**src/verilog/scs_pkg.sv**
```systemverilog
`default_nettype none
package scs_pkg;
  localparam int unsigned SCS_NBITS      = 16;
  localparam int unsigned SCS_CLK_MHZ    = 125;
  // shortest spacing of starts at the top rate, in ns
  localparam int unsigned SCS_PERIOD_NS  = 4000;
  localparam int unsigned SCS_PERIOD_CYC = SCS_PERIOD_NS * SCS_CLK_MHZ / 1000;
  // settle time between bottom-plate open and array grounding
  localparam int unsigned SCS_SETTLE_CYC = 1;
  // idle cycles per trial: the comparator reaches the decision two flops late
  localparam logic [1:0]  SCS_CMP_WAIT   = 2'h2;
  localparam logic [15:0] SCS_CODE_RST   = 16'h0000;
  localparam logic [15:0] SCS_CODE_MAX   = 16'hFFFF;
  localparam logic [15:0] SCS_CODE_MIN   = 16'h0000;

  typedef enum logic [2:0] {
    SCS_ACQ    = 3'b000,
    SCS_OPEN   = 3'b001,
    SCS_HOLD   = 3'b010,
    SCS_SEARCH = 3'b011,
    SCS_DONE   = 3'b100
  } scs_state_t;

  // switch drive toward the analog array
  typedef struct packed {
    logic        plate_pos;
    logic        plate_neg;
    logic        track;
    logic        gnd;
    logic [15:0] ref_sel;
  } scs_sw_t;
endpackage : scs_pkg
`default_nettype wire

```
**src/verilog/scs_sequencer.sv**
```systemverilog
// Functional notes
// - convert_start rising edge ends acquisition and starts a conversion.
// - open bottom-plate switches first, then ground both arrays.
// - sixteen binary-weighted trial steps, most significant bit first.
// - after search: power down, reacquire, present code, pulse completion.
// - conversion timed by internal clock only, no serial clock needed.
// - each result belongs to its own sample, no pipeline delay.
// - result is 16-bit straight binary, zero gives 0000.
// - input above reference gives FFFF, saturating.
// - input below ground gives 0000, saturating.
// - supports 250 kSPS and powers down between conversions.
// - started conversion completes regardless of convert_start changes.
`timescale 1ns/1ps
`default_nettype none
module scs_sequencer #(
  parameter int unsigned NBITS = scs_pkg::SCS_NBITS
) (
  // clock and reset
  input  wire logic               clk,
  input  wire logic               rst_n,
  // host
  input  wire logic               convert_start,
  output logic                    busy,
  output logic                    done,
  output logic [NBITS-1:0]        result,
  // analog array
  input  wire logic               comp_high,
  input  wire logic               over_range,
  input  wire logic               under_range,
  output scs_pkg::scs_sw_t        sw,
  output logic                    power_on
);
  // async pins: two-flop synchronisers
  logic [2:0] cnv_sync_ff;
  logic [2:0] nxt_cnv_sync;
  logic [1:0] cmp_sync_ff;
  logic [1:0] nxt_cmp_sync;
  logic [1:0] ovr_sync_ff;
  logic [1:0] nxt_ovr_sync;
  logic [1:0] und_sync_ff;
  logic [1:0] nxt_und_sync;
  logic       cnv_rise;

  always_comb begin
    nxt_cnv_sync = {cnv_sync_ff[1:0], convert_start};
    nxt_cmp_sync = {cmp_sync_ff[0], comp_high};
    nxt_ovr_sync = {ovr_sync_ff[0], over_range};
    nxt_und_sync = {und_sync_ff[0], under_range};
  end

  always_ff @(posedge clk or negedge rst_n) begin
    if (!rst_n) begin
      cnv_sync_ff <= 3'h0;
      cmp_sync_ff <= 2'h0;
      ovr_sync_ff <= 2'h0;
      und_sync_ff <= 2'h0;
    end else begin
      cnv_sync_ff <= nxt_cnv_sync;
      cmp_sync_ff <= nxt_cmp_sync;
      ovr_sync_ff <= nxt_ovr_sync;
      und_sync_ff <= nxt_und_sync;
    end
  end

  // edge from second and third stage only
  assign cnv_rise = cnv_sync_ff[1] & ~cnv_sync_ff[2];

  // sequencer state
  scs_pkg::scs_state_t state_ff;
  scs_pkg::scs_state_t nxt_state;
  logic [NBITS-1:0]    trial_ff;
  logic [NBITS-1:0]    nxt_trial;
  logic [NBITS-1:0]    bit_ff;
  logic [NBITS-1:0]    nxt_bit;
  logic [NBITS-1:0]    result_ff;
  logic [NBITS-1:0]    nxt_result;
  logic                done_ff;
  logic                nxt_done;
  logic [1:0]          wait_ff;
  logic [1:0]          nxt_wait;

  always_comb begin
    nxt_state  = state_ff;
    nxt_trial  = trial_ff;
    nxt_bit    = bit_ff;
    nxt_result = result_ff;
    nxt_done   = 1'b0;
    nxt_wait   = 2'h0;
    case (state_ff)
      scs_pkg::SCS_ACQ: begin
        if (cnv_rise) begin
          nxt_state = scs_pkg::SCS_OPEN;
        end
      end
      scs_pkg::SCS_OPEN: begin
        // plates open one cycle before arrays leave inputs
        nxt_state = scs_pkg::SCS_HOLD;
      end
      scs_pkg::SCS_HOLD: begin
        nxt_state = scs_pkg::SCS_SEARCH;
        nxt_bit   = {1'b1, {(NBITS-1){1'b0}}};
        nxt_trial = {1'b1, {(NBITS-1){1'b0}}};
        nxt_wait  = scs_pkg::SCS_CMP_WAIT;
      end
      scs_pkg::SCS_SEARCH: begin
        // two flops on the comparator: deciding earlier reads a stale trial
        if (wait_ff != 2'h0) begin
          nxt_wait = wait_ff - 2'h1;
        end else begin
          nxt_wait = scs_pkg::SCS_CMP_WAIT;
          if (cmp_sync_ff[1]) begin
            nxt_trial = trial_ff & ~bit_ff;
          end
          nxt_bit = bit_ff >> 1;
          if (bit_ff[0]) begin
            nxt_state = scs_pkg::SCS_DONE;
            nxt_wait  = 2'h0;
          end else begin
            nxt_trial = (cmp_sync_ff[1] ? (trial_ff & ~bit_ff) : trial_ff)
                        | (bit_ff >> 1);
          end
        end
      end
      scs_pkg::SCS_DONE: begin
        // straight binary; clamp at both range ends
        if (ovr_sync_ff[1]) begin
          nxt_result = scs_pkg::SCS_CODE_MAX;
        end else if (und_sync_ff[1]) begin
          nxt_result = scs_pkg::SCS_CODE_MIN;
        end else begin
          nxt_result = trial_ff;
        end
        nxt_done  = 1'b1;
        nxt_state = scs_pkg::SCS_ACQ;
      end
      default: begin
        nxt_state = scs_pkg::SCS_ACQ;
      end
    endcase
  end

  always_ff @(posedge clk or negedge rst_n) begin
    if (!rst_n) begin
      state_ff  <= scs_pkg::SCS_ACQ;
      trial_ff  <= {NBITS{1'b0}};
      bit_ff    <= {NBITS{1'b0}};
      result_ff <= scs_pkg::SCS_CODE_RST;
      done_ff   <= 1'b0;
      wait_ff   <= 2'h0;
    end else begin
      state_ff  <= nxt_state;
      trial_ff  <= nxt_trial;
      bit_ff    <= nxt_bit;
      result_ff <= nxt_result;
      done_ff   <= nxt_done;
      wait_ff   <= nxt_wait;
    end
  end

  // outputs; array idle in acquisition saves power
  assign busy     = (state_ff != scs_pkg::SCS_ACQ);
  assign power_on = busy;
  assign done     = done_ff;
  assign result   = result_ff;

  always_comb begin
    sw.plate_pos = (state_ff == scs_pkg::SCS_ACQ);
    sw.plate_neg = (state_ff == scs_pkg::SCS_ACQ);
    sw.track     = (state_ff == scs_pkg::SCS_ACQ) ||
                   (state_ff == scs_pkg::SCS_OPEN);
    sw.gnd       = !sw.track;
    sw.ref_sel   = (state_ff == scs_pkg::SCS_SEARCH) ? trial_ff : 16'h0000;
  end
endmodule : scs_sequencer
`default_nettype wire

```
**config.mk**
```make
export PLATFORM = sky130hd
export DESIGN_NAME = scs_sequencer
export DESIGN_NICKNAME = d
export VERILOG_FILES = /design/src/verilog/scs_pkg.sv /design/src/verilog/scs_sequencer.sv
export SDC_FILE = /design/constraint.sdc
export NUM_CORES = 1
export LEC_CHECK = 0
export CAP_MARGIN = 10
export CORE_MARGIN = 10
export CORE_UTILIZATION = 34
export DETAILED_ROUTE_END_ITERATION = 7
export DONT_BUFFER_PORTS = 1
export SETUP_SLACK_MARGIN = 0.3
export SYNTH_ARGS = -nofsm -noshare
export SYNTH_HDL_FRONTEND = slang
export SYNTH_SLANG_ARGS = --single-unit
```
**constraint.sdc**
```tcl
create_clock -name clk -period 3.7 [get_ports clk]
set_input_delay 0.185 -clock clk [delete_from_list [all_inputs] [get_ports clk]]
set_output_delay 0.185 -clock clk [all_outputs]
set_load 0.02 [all_outputs]
```
### Word level (Yosys, flattened, before mapping)

Cells that the tools add are included.

| cells by class | value |
|---|---|
| shifts and indexed selects | 0 |
| multipliers | 0 |
| add/subtract/negate cells | 1 |
| equality and inequality tests | 7 |
| div/mod/pow operators | 0 |
| bitwise operators | 5 |
| multiplexer cells | 17 |
| $lt $le $gt $ge | 0 |
| reduce and logical (&&, ||, !) cells | 8 |

Operator list:

| kind | count |
|---|---|
| 16-bit 2-to-1 mux | 7 |
| 16-bit case mux with 2 select lines | 2 |
| 16-bit bitwise AND | 1 |
| 16-bit NOT | 1 |
| 16-bit by 15-bit bitwise OR with 16-bit output | 1 |
| 3-bit case mux with 4 select lines | 1 |
| 3-bit 2-to-1 mux | 3 |
| 3-bit by 2-bit == test with 1-bit output, second input constant | 2 |
| 2-bit 2-to-1 mux | 2 |
| 2-bit inequality test, second input constant | 2 |
| 2-bit case mux with 2 select lines | 1 |
| 2-bit nonzero test | 2 |
| 3-bit by 1-bit == test with 1-bit output, second input constant | 1 |
| 3-bit == test, second input constant | 1 |
| 3-bit zero test | 1 |
| 3-bit AND reduction | 1 |
| 3-bit nonzero test | 1 |
| 2-bit by 1-bit inequality test with 1-bit output, second input constant | 1 |
| 2-bit AND reduction | 1 |
| 2-bit by 1-bit subtractor with 2-bit output, second input constant | 1 |
| 1-bit bitwise AND | 1 |
| 1-bit zero test | 1 |
| 1-bit logical OR | 1 |
| 1-bit 2-to-1 mux | 1 |
| 1-bit NOT | 1 |

| word-level totals | value |
|---|---|
| register bits | 63 |
| input bits | 6 |
| bits in latches | 0 |
| output and inout bits | 39 |
| logic and storage cells | 48 |
| memories kept | 0 |
| memory bits (read-only) | 0 |
| memory bits (writable) | 0 |

### Logic depth before layout (Yosys ltp)

| logic depth | value |
|---|---|
| word-level depth | 7 |
| depth in mapped cells | 6 |

### Least setup slack after synthesis

No wires, ideal clock.

| path | value |
|---|---|
| path type | register to output |
| from | register state_ff[2] |
| to | output port sw[19] (netlist bit) |
| stages on the path, launching flop included | 4 |
| arrival | 1,328 ps |
| path slack | 2,187 ps |
| path buffers | 1 |
| cells stage by stage | dfrtp_1 or3_1 inv_1 buf_4 |

RTL lines:

| what | line | text |
|---|---|---|
| start, declared | scs_sequencer.sv:69 | `scs_pkg::scs_state_t state_ff;` |
| start signal, assigned | scs_sequencer.sv:144 | `state_ff <= scs_pkg::SCS_ACQ;` |
| start signal, assigned | scs_sequencer.sv:151 | `state_ff <= nxt_state;` |
| end, declared | scs_sequencer.sv:30 | `output scs_pkg::scs_sw_t sw,` |

==> summary.txt <==
Timing
  • Final Hold Viols: 0
  • Final Max Slew Viols: 0
  • Setup Skew: 0.00888 ns
  • Setup ws final: 1.34 ns
  • Final hold slack: 0.343 ns
  • Peak Freq: 0.424 GHz
  • RSZ-0062 raised after global routing: false
  • Least-Margin Pin Slew: 0.975 ns
  • Headroom to the max-slew limit: 0.350
  • Tmin final: 2.36 ns
  • Endpoints failing setup: 0
  • TNS Setup: 0 ns
  • Period utilization: 0.637

Synth
  • Cell count after synthesis: 260
  • Yosys warning count: 0
  • Synth Net Count: 266
  • Seq cells post-synth: 63
  • Synth unique cells: 37
  • Area contributors post-synth: dfrtp_1 (57%), a32o_1 (4.7%), a21oi_1 (4.5%)
  • Mapped cell area: 2780 um2
  • Mean post-synth cell area: 10.7 um2
  • Top_reg_cell synth: dfrtp_1
  • Synth top area share: 0.566
  • Post-synth ARST share: 1.00
  • Post-synth EDFFs: 0
  • Synth area leader: dfrtp_1
  • Register area share after synthesis: 0.566

Status
  • Status: completed

Critical path
  • CP Class: reg2out
  • Worst-path fanout max: 33
  • CP Capture Type: primary output
  • WP data required: 3.51 ns
  • Worst path cell trace: or3_1 > inv_1
  • Crit-path max cell delay: 0.75 ns
  • Worst path slowest cell: dfrtp_1
  • CP startpoint kind: flip-flop
  • Worst path arrival time: 2.17 ns

Floorplanning
  • I/O pins: 45
  • Rows: 32
  • Die area: 12200 um2
  • Die boundary height: 110 um
  • Starting Density: 0.355
  • Core area: 7850 um2
  • Die W: 110 um

Layout
  • Footprint of the multi-input gates: 995 um2
  • Reg area: 1580 um2
  • Final #Nets: 260
  • Fillers: 769
  • Synth-to-layout area growth: 8.81%
  • Most frequent cells in the layout: dfrtp_1 (63), a21oi_1 (25), nor2_1 (24), o21ai_0 (14), nand3_1 (14)
  • Ratio of cells with drive above 1 in the final layout: 0.143
  • Most common cell after layout, fill and taps aside: dfrtp_1
  • Final Util: 0.386
  • Antenna cell count: 0

Clock tree
  • Clk sinks: 63
  • Worst-skew pair later-pin latency: 0.34 ns
  • Resized Gates After CTS: 0
  • Max clock buf depth: 2
  • Post-CTS setup buffer count: 0
  • CTS Buf Count: 9
  • CTS tree: built
  • Reg clk slew, reported paths: 0.07 ns
  • Htree depth: 3
  • CTS Root Cell: clkbuf_8

Global routing
  • Largest net degree at the start of global routing: 64
  • Initial antenna violation count: 0
  • Remaining global-route overflow: 0
  • First-pass GRT wire length: 10100 um
  • GRT Total Usage: 0.0999
  • Vias in the first global route: 1758

Pwr
  • Combinational Power Share: 0.305
  • Pleak: 1.37 nW
  • Power, Total: 0.00231 W
  • Peak VDD IR: 0.000217 V
  • Clock power frac: 0.257
  • Internal cell power: 0.00140 W
  • Total power per unit cell area: 763 nW/um2
  • Switching share of power: 0.395
  • Sequential share of power: 0.439
  • Psw: 0.000912 W

Route
  • Drt first pass iters: 4
  • Antenna-violating nets left: 0
  • Vias per cell: 5.23
  • Via Count: 1884
  • Iteration-0 DRC Markers: 184
  • Final wirelength: 5900 um
  • Residual DRC count: 0
  • Routed wire length per instance: 16.4 um

Placement
  • Dpl ws: 1.63 ns
  • DP Wirelength: 4030 um
  • Port bufs: 0
  • Final RePlAce weighted congestion: 0.772

Min path
  • Worst Hold Class: reg2reg

Run
  • Max_cap viols: 0
[critical path: cells and delay by family (launching register included)]
| kind | cells | cell delay [ns] |
|---|---|---|
| flip-flops | 1 | 0.75 |
| AND/OR/NAND/NOR | 1 | 0.72 |
| buffers and inverters | 1 | 0.36 |
[metal layers]
| layer | routed length, um | up-vias | share of wire | global-route usage |
|---|---|---|---|---|
| met5 | 0 | - | 0 | 0 |
| met4 | 95 | 0 | 0.016 | 0.0544 |
| met3 | 357 | 9 | 0.061 | 0.0367 |
| met2 | 2670 | 64 | 0.45 | 0.140 |
| met1 | 2770 | 887 | 0.47 | 0.129 |
| li1 | - | 924 | - | - |
[cell type report]
type | instances | share of cell area
sequential | 63 | 0.520
multi-input combinational | 160 | 0.328
clock buffer | 11 | 0.0500
tap | 102 | 0.0421
timing repair buffer | 7 | 0.0281
inverter | 13 | 0.0161
clock inverter | 4 | 0.0149
[flip-flops by register name, indices dropped and copies added (netlist names)]
name         count
trial_ff        16
bit_ff          16
result          16
state_ff         3
done             1
cnv_sync_ff      3
ovr_sync_ff      2
und_sync_ff      2
wait_ff          2
cmp_sync_ff      2
[cells in the mapped netlist, drive strengths merged (6+ instances only)]
cell	number
o21ai	17
nand4	8
buf	18
nand3	14
and3	13
clkbuf	6
nand2	9
inv	13
dfrtp	63
a21oi	35
o41ai	6
a32o	13
nor2	24
[cell families after synthesis]
group,after synthesis,synth area share
and+or+nand+nor,82,0.166
AOI/OAI and AO/OA,78,0.191
DFF,63,0.566
buffers and inverters,37,0.0764
[through the flow]
step | cell area, um2 | cells
final | 3030 | 360
after global routing | 3030 | 360
after CTS | 3030 | 360
after detailed placement | 2760 | 339
after global placement | 2760 | 339
after floorplan | 2780 | 260
[final timing paths]
path,start,endpoint,slack [ns],depth (start not counted)
max in group asynchronous,rst_n,ovr_sync_ff[0]$_DFF_PN0_,3.08,2
worst min register to register,ovr_sync_ff[0]$_DFF_PN0_,ovr_sync_ff[1]$_DFF_PN0_,0.34,0
worst min-delay path,ovr_sync_ff[0]$_DFF_PN0_,ovr_sync_ff[1]$_DFF_PN0_,0.34,0
min in group asynchronous,rst_n,result[1]$_DFFE_PN0P_,0.37,2
worst max register to register,state_ff[0]$_DFFE_PN0P_,trial_ff[10]$_DFFE_PN0P_,1.63,3
worst max-delay path,state_ff[0]$_DFFE_PN0P_,sw[19],1.34,2
[power groups by stage]
| stage | registers (W) | clock network, W | logic [W] |
|---|---|---|---|
| after global routing | 0.00104 | 0.000651 | 0.000784 |
| after detailed placement | 0.00102 | 0 | 0.000685 |
| after global placement | 0.00102 | 0 | 0.000686 |
| after floorplan | 0.000946 | 0 | 0.000664 |
| after CTS | 0.00101 | 0.000612 | 0.000711 |
| final | 0.00101 | 0.000593 | 0.000704 |
[repair_timing]
| action | CTS | global route |
|---|---|---|
| hold endpoints to repair | 67 | 0 |
| hold buffers | 6 | 0 |
| setup endpoints to repair | 0 | 0 |
No activity file was read; power rests on OpenSTA's default activity.
